==> src/scdram_defs.svh <==
// constants and timing figures for the static column dram host controller
`ifndef SCDRAM_DEFS_SVH
`define SCDRAM_DEFS_SVH
`define MCLK_PERIOD_NS 50
`define CEIL_CYC(ns) (((ns) + `MCLK_PERIOD_NS - 1) / `MCLK_PERIOD_NS)
`define MIN_ROW_ACTIVE_NS 100
`define ROW_PRECHARGE_NS 100
`define ROW_ADDR_HOLD_NS 25
`define COLUMN_ADDR_HOLD_NS 30
`define ROW_ACCESS_DELAY_NS 100
`define COLUMN_ADDR_ACCESS_DELAY_NS 50
`define OUTPUT_ENABLE_ACCESS_DELAY_NS 30
`define COLUMN_STROBE_ACCESS_DELAY_NS 40
`define WRITE_PULSE_NS 50
`define PWRUP_US 100
`define REFRESH_MS 4
`define ROW_COUNT 256
`define INIT_CYCLES 4'h8
`define SYNC_DEPTH 3
`define RAS_MIN_CYC `CEIL_CYC(`MIN_ROW_ACTIVE_NS)
`define PRE_CYC `CEIL_CYC(`ROW_PRECHARGE_NS)
`define RAH_CYC `CEIL_CYC(`ROW_ADDR_HOLD_NS)
`define CAH_CYC `CEIL_CYC(`COLUMN_ADDR_HOLD_NS)
`define WP_CYC `CEIL_CYC(`WRITE_PULSE_NS)
`define PWRUP_CYC `CEIL_CYC(`PWRUP_US * 1000)
`define REF_INT_CYC ((`REFRESH_MS * 1000000) / `MCLK_PERIOD_NS / `ROW_COUNT)
`endif

==> src/scdram_pkg.sv <==
// types of the static column dram host controller
package scdram_pkg;
	typedef enum logic [3:0] {ST_PWRUP, ST_IDLE, ST_ROW, ST_READ, ST_WRITE, ST_HOLD, ST_OPEN, ST_CLOSE, ST_REF,
		ST_PRE} state_type;
endpackage : scdram_pkg

==> src/scdram_host.sv <==
// host controller driving a 64k x 4 static column dram through its pins
`timescale 1ns/100ps
`include "scdram_defs.svh"
module scdram_host #(
	parameter int TIMER_W = 12
) (
	input wire logic mclk, // system clock
	input wire logic rst, // async reset, active high
	input wire logic req, // access request, level
	input wire logic req_write, // 1 write, 0 read
	input wire logic [15:0] req_addr, // word address, row in high byte
	input wire logic [3:0] req_wdata, // write data
	output logic ready, // request taken while high
	output logic [3:0] rdata, // read data
	output logic rvalid, // read data pulse
	output logic init_done, // power-on sequence finished
	output logic ras_n, // row strobe pin
	output logic cas_n, // column strobe pin
	output logic we_n, // write enable pin
	output logic oe_n, // output enable pin
	output logic [7:0] dram_addr, // multiplexed address pins
	output logic [3:0] dq_o, // data pin output
	output logic dq_oe, // data pin drive enable
	input wire logic [3:0] dq_i // data pin input
);
	// ****************************************
	// timing counts
	// ****************************************
	localparam logic [TIMER_W-1:0] RAS_MIN = TIMER_W'(`RAS_MIN_CYC);
	localparam logic [TIMER_W-1:0] PRE_MIN = TIMER_W'(`PRE_CYC);
	localparam logic [TIMER_W-1:0] RAH = TIMER_W'(`RAH_CYC);
	localparam logic [TIMER_W-1:0] CAH = TIMER_W'(`CAH_CYC);
	localparam logic [TIMER_W-1:0] WP = TIMER_W'(`WP_CYC);
	localparam logic [TIMER_W-1:0] PWRUP = TIMER_W'(`PWRUP_CYC);
	localparam logic [TIMER_W-1:0] REF_INT = TIMER_W'(`REF_INT_CYC);
	localparam int RD_NS = (`ROW_ACCESS_DELAY_NS > `COLUMN_ADDR_ACCESS_DELAY_NS) ? `ROW_ACCESS_DELAY_NS
		: `COLUMN_ADDR_ACCESS_DELAY_NS;
	localparam int RD2_NS = (`OUTPUT_ENABLE_ACCESS_DELAY_NS > `COLUMN_STROBE_ACCESS_DELAY_NS)
		? `OUTPUT_ENABLE_ACCESS_DELAY_NS : `COLUMN_STROBE_ACCESS_DELAY_NS;
	localparam logic [TIMER_W-1:0] RD_WAIT = TIMER_W'(`CEIL_CYC((RD_NS > RD2_NS) ? RD_NS : RD2_NS) + `SYNC_DEPTH);

	function automatic logic [7:0] row_of(input logic [15:0] a);
		row_of = a[15:8];
	endfunction : row_of

	function automatic logic [7:0] col_of(input logic [15:0] a);
		col_of = a[7:0];
	endfunction : col_of

	// ****************************************
	// state
	// ****************************************
	scdram_pkg::state_type state_reg, state_next;
	logic [TIMER_W-1:0] timer_reg, timer_next;
	logic [TIMER_W-1:0] ref_tmr_reg, ref_tmr_next;
	logic [TIMER_W-1:0] ras_cnt_reg, ras_cnt_next;
	logic ref_due_reg, ref_due_next;
	logic [7:0] ref_row_reg, ref_row_next;
	logic [3:0] init_cnt_reg, init_cnt_next;
	logic [15:0] op_addr_reg, op_addr_next;
	logic op_write_reg, op_write_next;
	logic [3:0] op_data_reg, op_data_next;
	logic pend_reg, pend_next;
	logic ready_reg, ready_next;
	logic [3:0] rdata_reg, rdata_next;
	logic rvalid_reg, rvalid_next;
	logic ras_n_reg, ras_n_next;
	logic cas_n_reg, cas_n_next;
	logic we_n_reg, we_n_next;
	logic oe_n_reg, oe_n_next;
	logic [7:0] addr_reg, addr_next;
	logic [3:0] dq_o_reg, dq_o_next;
	logic dq_oe_reg, dq_oe_next;
	logic init_done_reg, init_done_next;
	logic [3:0] sync1_reg, sync2_reg, sync3_reg;

	wire take = req & ready_reg;
	wire timer_zero = (timer_reg == '0);
	wire ras_met = (ras_cnt_reg >= RAS_MIN);
	wire ref_tick = (ref_tmr_reg == '0);
	wire sync_agree = (sync2_reg == sync3_reg);
	wire same_row = (row_of(req_addr) == row_of(op_addr_reg));
	wire in_init = (init_cnt_reg != `INIT_CYCLES);

	// ****************************************
	// next state
	// ****************************************
	always_comb
	begin
		state_next = state_reg;
		timer_next = timer_zero ? timer_reg : timer_reg - TIMER_W'(1);
		// reload one short: the zero state counts too, so the tick period equals the interval
		ref_tmr_next = ref_tick ? REF_INT - TIMER_W'(1) : ref_tmr_reg - TIMER_W'(1);
		ras_cnt_next = ras_n_reg ? '0 : (ras_met ? ras_cnt_reg : ras_cnt_reg + TIMER_W'(1));
		ref_due_next = ref_due_reg | ref_tick;
		ref_row_next = ref_row_reg;
		init_cnt_next = init_cnt_reg;
		op_addr_next = op_addr_reg;
		op_write_next = op_write_reg;
		op_data_next = op_data_reg;
		pend_next = pend_reg;
		ready_next = ready_reg;
		rdata_next = rdata_reg;
		rvalid_next = 1'b0;
		ras_n_next = ras_n_reg;
		cas_n_next = cas_n_reg;
		we_n_next = we_n_reg;
		oe_n_next = oe_n_reg;
		addr_next = addr_reg;
		dq_o_next = dq_o_reg;
		dq_oe_next = dq_oe_reg;
		init_done_next = !in_init;
		if (take)
		begin
			op_addr_next = req_addr;
			op_write_next = req_write;
			op_data_next = req_wdata;
			ready_next = 1'b0;
		end
		case (state_reg)
			scdram_pkg::ST_PWRUP:
				if (timer_zero)
					state_next = scdram_pkg::ST_REF;
			scdram_pkg::ST_IDLE:
				if (ref_due_reg)
				begin
					// a request taken on this edge waits out the refresh
					pend_next = pend_reg | take;
					ready_next = 1'b0;
					state_next = scdram_pkg::ST_REF;
				end
				else if (take || pend_reg)
				begin
					ras_n_next = 1'b0;
					addr_next = take ? row_of(req_addr) : row_of(op_addr_reg);
					timer_next = RAH;
					pend_next = 1'b0;
					ready_next = 1'b0;
					state_next = scdram_pkg::ST_ROW;
				end
			scdram_pkg::ST_ROW, scdram_pkg::ST_OPEN:
				if (state_reg == scdram_pkg::ST_OPEN && !take)
					state_next = scdram_pkg::ST_CLOSE;
				else if (state_reg == scdram_pkg::ST_OPEN && (ref_due_reg || !same_row))
				begin
					// the request is already taken, so it is replayed once the row is closed
					pend_next = 1'b1;
					state_next = scdram_pkg::ST_CLOSE;
				end
				else if (state_reg == scdram_pkg::ST_OPEN || timer_zero)
				begin
					// column change on the open row, no new row strobe
					addr_next = col_of(take ? req_addr : op_addr_reg);
					cas_n_next = 1'b0;
					if (take ? req_write : op_write_reg)
					begin
						we_n_next = 1'b0;
						dq_o_next = take ? req_wdata : op_data_reg;
						dq_oe_next = 1'b1;
						timer_next = WP;
						state_next = scdram_pkg::ST_WRITE;
					end
					else
					begin
						oe_n_next = 1'b0;
						timer_next = RD_WAIT;
						state_next = scdram_pkg::ST_READ;
					end
				end
			scdram_pkg::ST_READ:
				if (timer_zero && sync_agree)
				begin
					rdata_next = sync3_reg;
					rvalid_next = 1'b1;
					cas_n_next = 1'b1;
					oe_n_next = 1'b1;
					timer_next = CAH;
					state_next = scdram_pkg::ST_HOLD;
				end
			scdram_pkg::ST_WRITE:
				if (timer_zero)
				begin
					// ending with the column strobe keeps the dram output off
					cas_n_next = 1'b1;
					timer_next = CAH;
					state_next = scdram_pkg::ST_HOLD;
				end
			scdram_pkg::ST_HOLD:
				if (timer_zero)
				begin
					we_n_next = 1'b1;
					dq_oe_next = 1'b0;
					ready_next = 1'b1;
					state_next = scdram_pkg::ST_OPEN;
				end
			scdram_pkg::ST_CLOSE:
			begin
				ready_next = 1'b0;
				pend_next = pend_reg | take;
				if (ras_met)
				begin
					ras_n_next = 1'b1;
					timer_next = PRE_MIN;
					state_next = scdram_pkg::ST_PRE;
				end
			end
			scdram_pkg::ST_REF:
				// row-only refresh; the counter steps once per cycle
				if (ras_n_reg)
				begin
					ras_n_next = 1'b0;
					addr_next = ref_row_reg;
					ref_due_next = ref_tick;
					if (in_init)
						init_cnt_next = init_cnt_reg + 4'h1;
				end
				else if (ras_met)
				begin
					ras_n_next = 1'b1;
					ref_row_next = ref_row_reg + 8'h01;
					timer_next = PRE_MIN;
					state_next = scdram_pkg::ST_PRE;
				end
			scdram_pkg::ST_PRE:
				if (timer_zero)
				begin
					if (in_init)
						state_next = scdram_pkg::ST_REF;
					else
					begin
						ready_next = !pend_reg;
						state_next = scdram_pkg::ST_IDLE;
					end
				end
			default:
				state_next = scdram_pkg::ST_IDLE;
		endcase
	end

	// ****************************************
	// registers
	// ****************************************
	always_ff @(posedge mclk or posedge rst)
	begin
		if (rst)
		begin
			state_reg <= scdram_pkg::ST_PWRUP;
			timer_reg <= PWRUP;
			ref_tmr_reg <= REF_INT;
			ras_cnt_reg <= '0;
			ref_due_reg <= 1'b0;
			ref_row_reg <= 8'h00;
			init_cnt_reg <= 4'h0;
			op_addr_reg <= 16'h0000;
			op_write_reg <= 1'b0;
			op_data_reg <= 4'h0;
			pend_reg <= 1'b0;
			ready_reg <= 1'b0;
			rdata_reg <= 4'h0;
			rvalid_reg <= 1'b0;
			ras_n_reg <= 1'b1;
			cas_n_reg <= 1'b1;
			we_n_reg <= 1'b1;
			oe_n_reg <= 1'b1;
			addr_reg <= 8'h00;
			dq_o_reg <= 4'h0;
			dq_oe_reg <= 1'b0;
			init_done_reg <= 1'b0;
		end
		else
		begin
			state_reg <= state_next;
			timer_reg <= timer_next;
			ref_tmr_reg <= ref_tmr_next;
			ras_cnt_reg <= ras_cnt_next;
			ref_due_reg <= ref_due_next;
			ref_row_reg <= ref_row_next;
			init_cnt_reg <= init_cnt_next;
			op_addr_reg <= op_addr_next;
			op_write_reg <= op_write_next;
			op_data_reg <= op_data_next;
			pend_reg <= pend_next;
			ready_reg <= ready_next;
			rdata_reg <= rdata_next;
			rvalid_reg <= rvalid_next;
			ras_n_reg <= ras_n_next;
			cas_n_reg <= cas_n_next;
			we_n_reg <= we_n_next;
			oe_n_reg <= oe_n_next;
			addr_reg <= addr_next;
			dq_o_reg <= dq_o_next;
			dq_oe_reg <= dq_oe_next;
			init_done_reg <= init_done_next;
		end
	end

	// data pins come from outside the clock domain
	always_ff @(posedge mclk or posedge rst)
	begin
		if (rst)
		begin
			sync1_reg <= 4'h0;
			sync2_reg <= 4'h0;
			sync3_reg <= 4'h0;
		end
		else
		begin
			sync1_reg <= dq_i;
			sync2_reg <= sync1_reg;
			sync3_reg <= sync2_reg;
		end
	end

	assign ready = ready_reg;
	assign rdata = rdata_reg;
	assign rvalid = rvalid_reg;
	assign init_done = init_done_reg;
	assign ras_n = ras_n_reg;
	assign cas_n = cas_n_reg;
	assign we_n = we_n_reg;
	assign oe_n = oe_n_reg;
	assign dram_addr = addr_reg;
	assign dq_o = dq_o_reg;
	assign dq_oe = dq_oe_reg;

	// ****************************************
	// assertions
	// ****************************************
	logic [TIMER_W-1:0] hi_cnt_reg;
	always_ff @(posedge mclk or posedge rst)
	begin
		if (rst)
			hi_cnt_reg <= '0;
		else if (!ras_n_reg)
			hi_cnt_reg <= '0;
		else if (hi_cnt_reg != PWRUP)
			hi_cnt_reg <= hi_cnt_reg + TIMER_W'(1);
	end
endmodule : scdram_host

==> config.mk <==
export PLATFORM = sky130hd
export DESIGN_NAME = scdram_host
export DESIGN_NICKNAME = d
export VERILOG_FILES = /design/src/scdram_pkg.sv /design/src/scdram_host.sv
export VERILOG_INCLUDE_DIRS = /design/src
export SDC_FILE = /design/constraint.sdc
export NUM_CORES = 1
export LEC_CHECK = 0
export BUFFER_PORTS_ARGS = -buffer_cell sky130_fd_sc_hd__buf_2
export CAP_MARGIN = 10
export CORE_AREA = 2 2 147 149
export CTS_CLUSTER_DIAMETER = 80
export CTS_CLUSTER_SIZE = 25
export DETAILED_ROUTE_END_ITERATION = 10
export DIE_AREA = 0 0 149 151
export PLACE_DENSITY = 0.45
export SYNTH_ARGS = -nofsm -noshare
export SYNTH_HDL_FRONTEND = slang
export SYNTH_SLANG_ARGS = --single-unit
==> constraint.sdc <==
create_clock -name mclk -period 8.1 [get_ports mclk]
set_input_delay 1.62 -clock mclk [delete_from_list [all_inputs] [get_ports mclk]]
set_output_delay 1.62 -clock mclk [all_outputs]
set_load 0.005 [all_outputs]
==> results.md, run 1 <==
* Maximum clock frequency at 295 MHz
* RSZ-0062 raised after global routing: false
* Main flop type after synthesis: dfrtp_1
* Yosys warns at 0
* PostCTS Resize Cnt at 0
* Longest Clk Path Bufs at 2
* Layout cells sized above 1 at 25.6%
* Number of max-cap violations at 0
* Synth area leader: dfrtp_1
* Cell count after synthesis at 485
* Drt wl/cell at 15.0 um
* EDFF count, synth at 0
* Critical path launch point type: input port
* Die area at 0.0225 mm2
* Peak VDD IR at 0.106 mV
* LEAKAGE at 2.73 nW
* Power density over the cells at 317 mW/mm2
* Slew Viols, Final at 0
* Hold Path Depth at 0
* Worst path cell trace: buf_2, and2_1, mux2i_1, inv_1, o21ai_2, mux2_2
* Top cells by area, synth: dfrtp_1 (46%), dfstp_2 (6.9%), mux2_2 (6.5%)
* CTS tree: done
* Largest net degree at the start of global routing at 69
* Synth top cells by count: dfrtp_1 (97), nor2_1 (47), mux2_2 (31)
* Crit path capture type: flop
* Starting Density at 25.6%
* Status: completed
* CP top delay family: multiplexers
* DR iter-0 viols at 206
* CTS root buf: clkbuf_16
* CTS Buf Count at 9
* Peak per-stage delay on the critical path at 0.72 ns
* Synthesis-to-finish area growth at 15.3%
* Total core area at 0.0208 mm2
* Slew margin rel. at 40.4%
* Vias/cell at 4.63
* Critical Path AT at 3.63 ns
* Non-filler cells, final at 812
* Worst-case reg-to-reg path depth at 11
* Count leader, synth: dfrtp_1
* First-pass GRT wire length at 20100 um
* Top-area cell type share of the netlist area at 45.5%
* Synthesized flop and latch total at 111
* Worst EP required at 8.34 ns
* Clk_lat worst skew at 0.36 ns
* Hpwl dp at 8860 um
* Final Hold Vio Count at 0
* Synth Net Count at 523
* Vias in the first global route at 3828
* Final net count at 569
* Slowest library cell on the worst path: and2_1
* Drt pass-1 iters at 4
* Post-CTS setup buffers at 0
* Mean Syn Cell Area at 11.0 um2
* Clock skew at 0.0135 ns
* Final setup vio count at 0
* Fin crit period at 3.39 ns
* CTS Hold Bufs at 0
* Max reg flops at 16
* H-tree depth at 3
* Worst min-delay path category: reg -> reg
* Total power at 1.95 mW
* Clk sinks at 111
* Synth async-reset ratio at 100%
* Die width at 149 um
* Sequential area share after synthesis at 52.4%
* Worst Hold End: sync2_reg[2]
* Antenna-violating nets left at 0
* Tot GR Track Use at 11.5%
* Number of remaining DRC errors at 0
* Register-to-register setup slack at 4.94 ns
* Initial antenna violation count at 1
* Netlist cell types at 67
* Synthesized cell area at 0.00533 mm2
* Worst-Margin Slew at 0.893 ns
* Routability cong. at 0.827
* Instance count on the critical path at 6
* # placed instances at 795
* WP buf/inv at 2
* Hold_sp: sync1_reg[2]
* Die extent in y at 151 um
* # rows at 53
* Buffers on Ports at 51
* Final WL at 12200 um
* Setup TNS at 0 ns
* I/O pin cnt at 52
* Crit Reg-Reg Endpoint: timer_reg[0]
* Reg-to-Reg Start: timer_reg[2]
* Fin crit share at 41.9%
* Via count at 3758
* Crit path max fanout at 18
* Clk slew on worst S/H paths at 0.08 ns
* Crit path kind: in -> reg
* Gr ovfl total at 0
==> worst register-to-register path, cell delays in order (launching register included) <==
cell	delay, ns
dfrtp_1	0.44
or4_4	0.56
or3_1	0.57
nor2_8	0.28
inv_2	0.15
ha_1	0.32
inv_1	0.06
a22oi_1	0.17
o21ai_0	0.12
a21oi_1	0.16
nor2_1	0.05
a31oi_1	0.19
==> metrics by stage <==
stage | hold WS [ns] | worst slack (ns) | area [um2] | utilization (%)
floorplan | 0.331 | 3.57 | 5330 | -
global placement | 0.336 | 4.38 | 5860 | 28.1
detailed placement | 0.337 | 4.30 | 5860 | 28.1
CTS | 0.356 | 4.69 | 6140 | 29.5
global route | 0.362 | 4.47 | 6140 | 29.5
finish | 0.353 | 4.71 | 6140 | 29.5
==> metal layers <==
layer  vias up  wire length (um)  track usage [%]
met5         -                 0                0
met4         0               210             4.43
met3        18               464             2.80
met2        62              5760             18.3
met1      1873              5770             15.1
li1       1805                 -                -
==> layout by cell type, fill, tap and decap left out, types with 3 or more instances in the layout <==
cell	synthesis	layout
a21oi_1	23	23
xor2_1	16	16
mux2_2	31	31
nand2b_1	5	5
nor2_1	47	47
o22ai_1	5	5
nor2b_1	13	13
a221oi_1	8	8
nor3_1	11	11
ha_1	10	10
dfrtp_1	97	97
and3_1	4	4
a31oi_1	5	5
dfstp_2	14	14
o21ai_0	18	18
nand3_1	7	7
and2_1	14	14
nand3b_1	4	4
nand2_1	25	25
buf_2	0	51
a21o_1	3	3
nor4_1	10	10
xnor2_1	23	23
nand4_1	5	5
clkbuf_16	0	9
inv_1	19	18
==> report_power, final <==
| group | switching [mW] | internal, mW | leakage, nW |
|---|---|---|---|
| logic | 0.406 | 0.296 | 1.22 |
| clock network | 0.210 | 0.221 | 0.138 |
| registers | 0.131 | 0.686 | 1.37 |
==> kinds of logic after synthesis <==
kind of cell,count (synthesis),synth area share (%)
fa+ha+maj,10,2.35
flops,111,52.4
simple gates,168,17.8
buf+inv,38,3.10
xor+xnor,39,6.41
compound gates,84,10.6
mux,35,7.35
==> worst max path at each step <==
| stage | end | start |
|---|---|---|
| floorplan | dq_o[0] | rst |
| global placement | dq_o[0] | req |
| detailed placement | dq_o[1] | req |
| CTS | dq_o[3] | req |
| global route | state_reg[2] | req |
| finish | dq_o[3] | req |
==> cell type report <==
class                   instances  area (um2)
well taps                     275         344
multi-input cells             336        2370
inverters                      20        77.6
diodes                          1        2.50
fillers                      2167       14700
repair buffers                 53         270
flip-flops and latches        111        2800
clock buffers                  11         243
clock inverters                 5        41.3
Note: power is estimated with default switching activity, not from simulation.
==> inputs of run 2 (changes only) <==
==> constraint.sdc (replaced) <==
create_clock -name mclk -period 3.2 [get_ports mclk]
set_input_delay 0.64 -clock mclk [delete_from_list [all_inputs] [get_ports mclk]]
set_output_delay 0.64 -clock mclk [all_outputs]
set_load 0.005 [all_outputs]
==> results.md, run 2 (synthesized netlist as in run 1, its figures left out) <==
* Gr ovfl total at 0 (unchanged)
* Worst min-delay path category: reg -> reg
* Crit path capture type: flop
* Slew margin rel. at 43.2% (+2.8 points)
* # rows at 53 (unchanged)
* Starting Density at 25.6% (unchanged)
* Post-CTS setup buffers at 0 (unchanged)
* Crit path max fanout at 10 (-8)
* Register-to-register setup slack at 0.31 ns (-4.63 ns)
* Buffers on Ports at 51 (unchanged)
* H-tree depth at 3 (unchanged)
* Largest net degree at the start of global routing at 52 (-25%)
* Antenna-violating nets left at 0 (unchanged)
* Worst EP required at 3.47 ns (-4.87 ns)
* Drt pass-1 iters at 4 (unchanged)
* Die extent in y at 151 um (unchanged)
* Total core area at 0.0208 mm2 (unchanged)
* Status: completed
* CTS Buf Count at 9 (unchanged)
* Initial antenna violation count at 0 (-1)
* Worst Slack Setup Final at 0.306 ns (-4.40 ns)
* Synthesis-to-finish area growth at 17.1%
* LEAKAGE at 2.79 nW (+1.9%)
* CTS Hold Bufs at 0 (unchanged)
* DR iter-0 viols at 124 (-40%)
* RSZ-0062 raised after global routing: false
* Filler Cell Count at 2194 (+1.2%)
* Reg-to-Reg Start: timer_reg[3]
* Die width at 149 um (unchanged)
* Drt wl/cell at 15.0 um (-0.34%)
* Most common cell after layout, fill and taps aside: dfrtp_1
* Final net count at 575 (+1.1%)
* Antenna Cells at 0 (-1)
* Fin crit period at 2.89 ns
* Critical path launch point type: flop
* Number of remaining DRC errors at 0 (unchanged)
* Crit Reg-Reg Endpoint: timer_reg[0]
* Worst-case reg-to-reg path depth at 11 (unchanged)
* PostCTS Resize Cnt at 0 (unchanged)
* Final WL at 12200 um (+0.28%)
* Setup TNS at 0 ns (unchanged)
* Worst-Margin Slew at 0.849 ns (-0.0439 ns)
* Peak VDD IR at 0.306 mV (+190%)
* Clk sinks at 111 (unchanged)
* Final Hold Vio Count at 0 (unchanged)
* Vias in the first global route at 3868 (+1.0%)
* Tot GR Track Use at 11.7% (+0.27 points)
* Hold Path Depth at 0 (unchanged)
* Fin crit share at 90.4%
* Maximum clock frequency at 346 MHz
* First-pass GRT wire length at 20500 um (+1.9%)
* Hpwl dp at 9080 um (+2.5%)
* Clk slew on worst S/H paths at 0.08 ns (about the same)
* Number of max-cap violations at 0 (unchanged)
* I/O pin cnt at 52 (unchanged)
* Highest-count cells in the layout ignoring fill and taps: dfrtp_1 (97), buf_2 (51), nor2_1 (47)
* Critical Path AT at 3.17 ns (-0.46 ns)
* Hold_sp: sync1_reg[1]
* Clk_lat worst skew at 0.36 ns (about the same)
* Vias/cell at 4.62 (-0.22%)
* Longest Clk Path Bufs at 2 (unchanged)
* Clock skew at 0.0122 ns (-0.00136 ns)
* Layout cells sized above 1 at 26.8% (+1.2 points)
* Slew Viols, Final at 0 (unchanged)
* CTS root buf: clkbuf_16
* CTS tree: done
* Post-placement setup slack at 0.208 ns (-4.09 ns)
* Crit path kind: reg -> reg
* Die area at 0.0225 mm2 (unchanged)
* Final setup vio count at 0 (unchanged)
* Power density over the cells at 812 mW/mm2 (+160%)
* Max reg flops at 16 (unchanged)
* Final core occ at 30.0% (+0.47 points)
* Routability cong. at 0.909 (+10%)
* Worst Hold End: sync2_reg[1]
* Via count at 3773 (+0.40%)
[run 2: worst max-delay path, stage by stage (launching register included)]
cell and delay [ns]:
dfrtp_1 0.42, or4_4 0.56, or3_4 0.43, nor2_8 0.21, inv_2 0.12, ha_1 0.32
inv_1 0.06, a22oi_1 0.18, o21ai_0 0.12, a21oi_1 0.15, nor2_1 0.06, a31oi_1 0.19
[run 2: cell type report]
cell class / instances / area [um2] / share of cell area, %
Timing Repair Buffer: 59 / 328 / 5.25
Clock inverter: 6 / 81.3 / 1.30
Multi-Input combinational cell: 336 / 2380 / 38.1
Tap cell: 275 / 344 / 5.51
Inverter: 20 / 78.8 / 1.26
Sequential cell: 111 / 2800 / 44.8
Clock buffer: 10 / 239 / 3.83
[run 2: per-stage QoR]
step	std cells	power, mW	hold WS [ns]	cell area [um2]
CTS	817	5.13	0.354	6240
floorplan	485	3.39	0.331	5340
finish	817	5.07	0.353	6240
detailed placement	801	3.89	0.335	5920
global route	817	5.46	0.357	6240
global placement	801	3.88	0.340	5920
[run 2: report_power, final]
group	internal [mW]	switching, mW	total [mW]
clock network	0.650	0.548	1.20
logic	0.782	1.08	1.86
registers	1.74	0.272	2.01
total	3.17	1.90	5.07
[run 2: worst max-delay path by stage]
stage / startpoint / to
global route: timer_reg[2] / timer_reg[0]
global placement: timer_reg[3] / timer_reg[0]
CTS: timer_reg[3] / timer_reg[0]
finish: timer_reg[3] / timer_reg[0]
floorplan: timer_reg[3] / timer_reg[0]
detailed placement: timer_reg[3] / timer_reg[0]
[run 2: routing by layer]
metal / track usage, % / share of wire, % / up-vias
li1: - / - / 1812
met1: 15.0 / 46 / 1866
met2: 19.5 / 48 / 82
met3: 2.77 / 3.5 / 13
met4: 4.29 / 2.2 / 0
met5: 0 / 0 / -
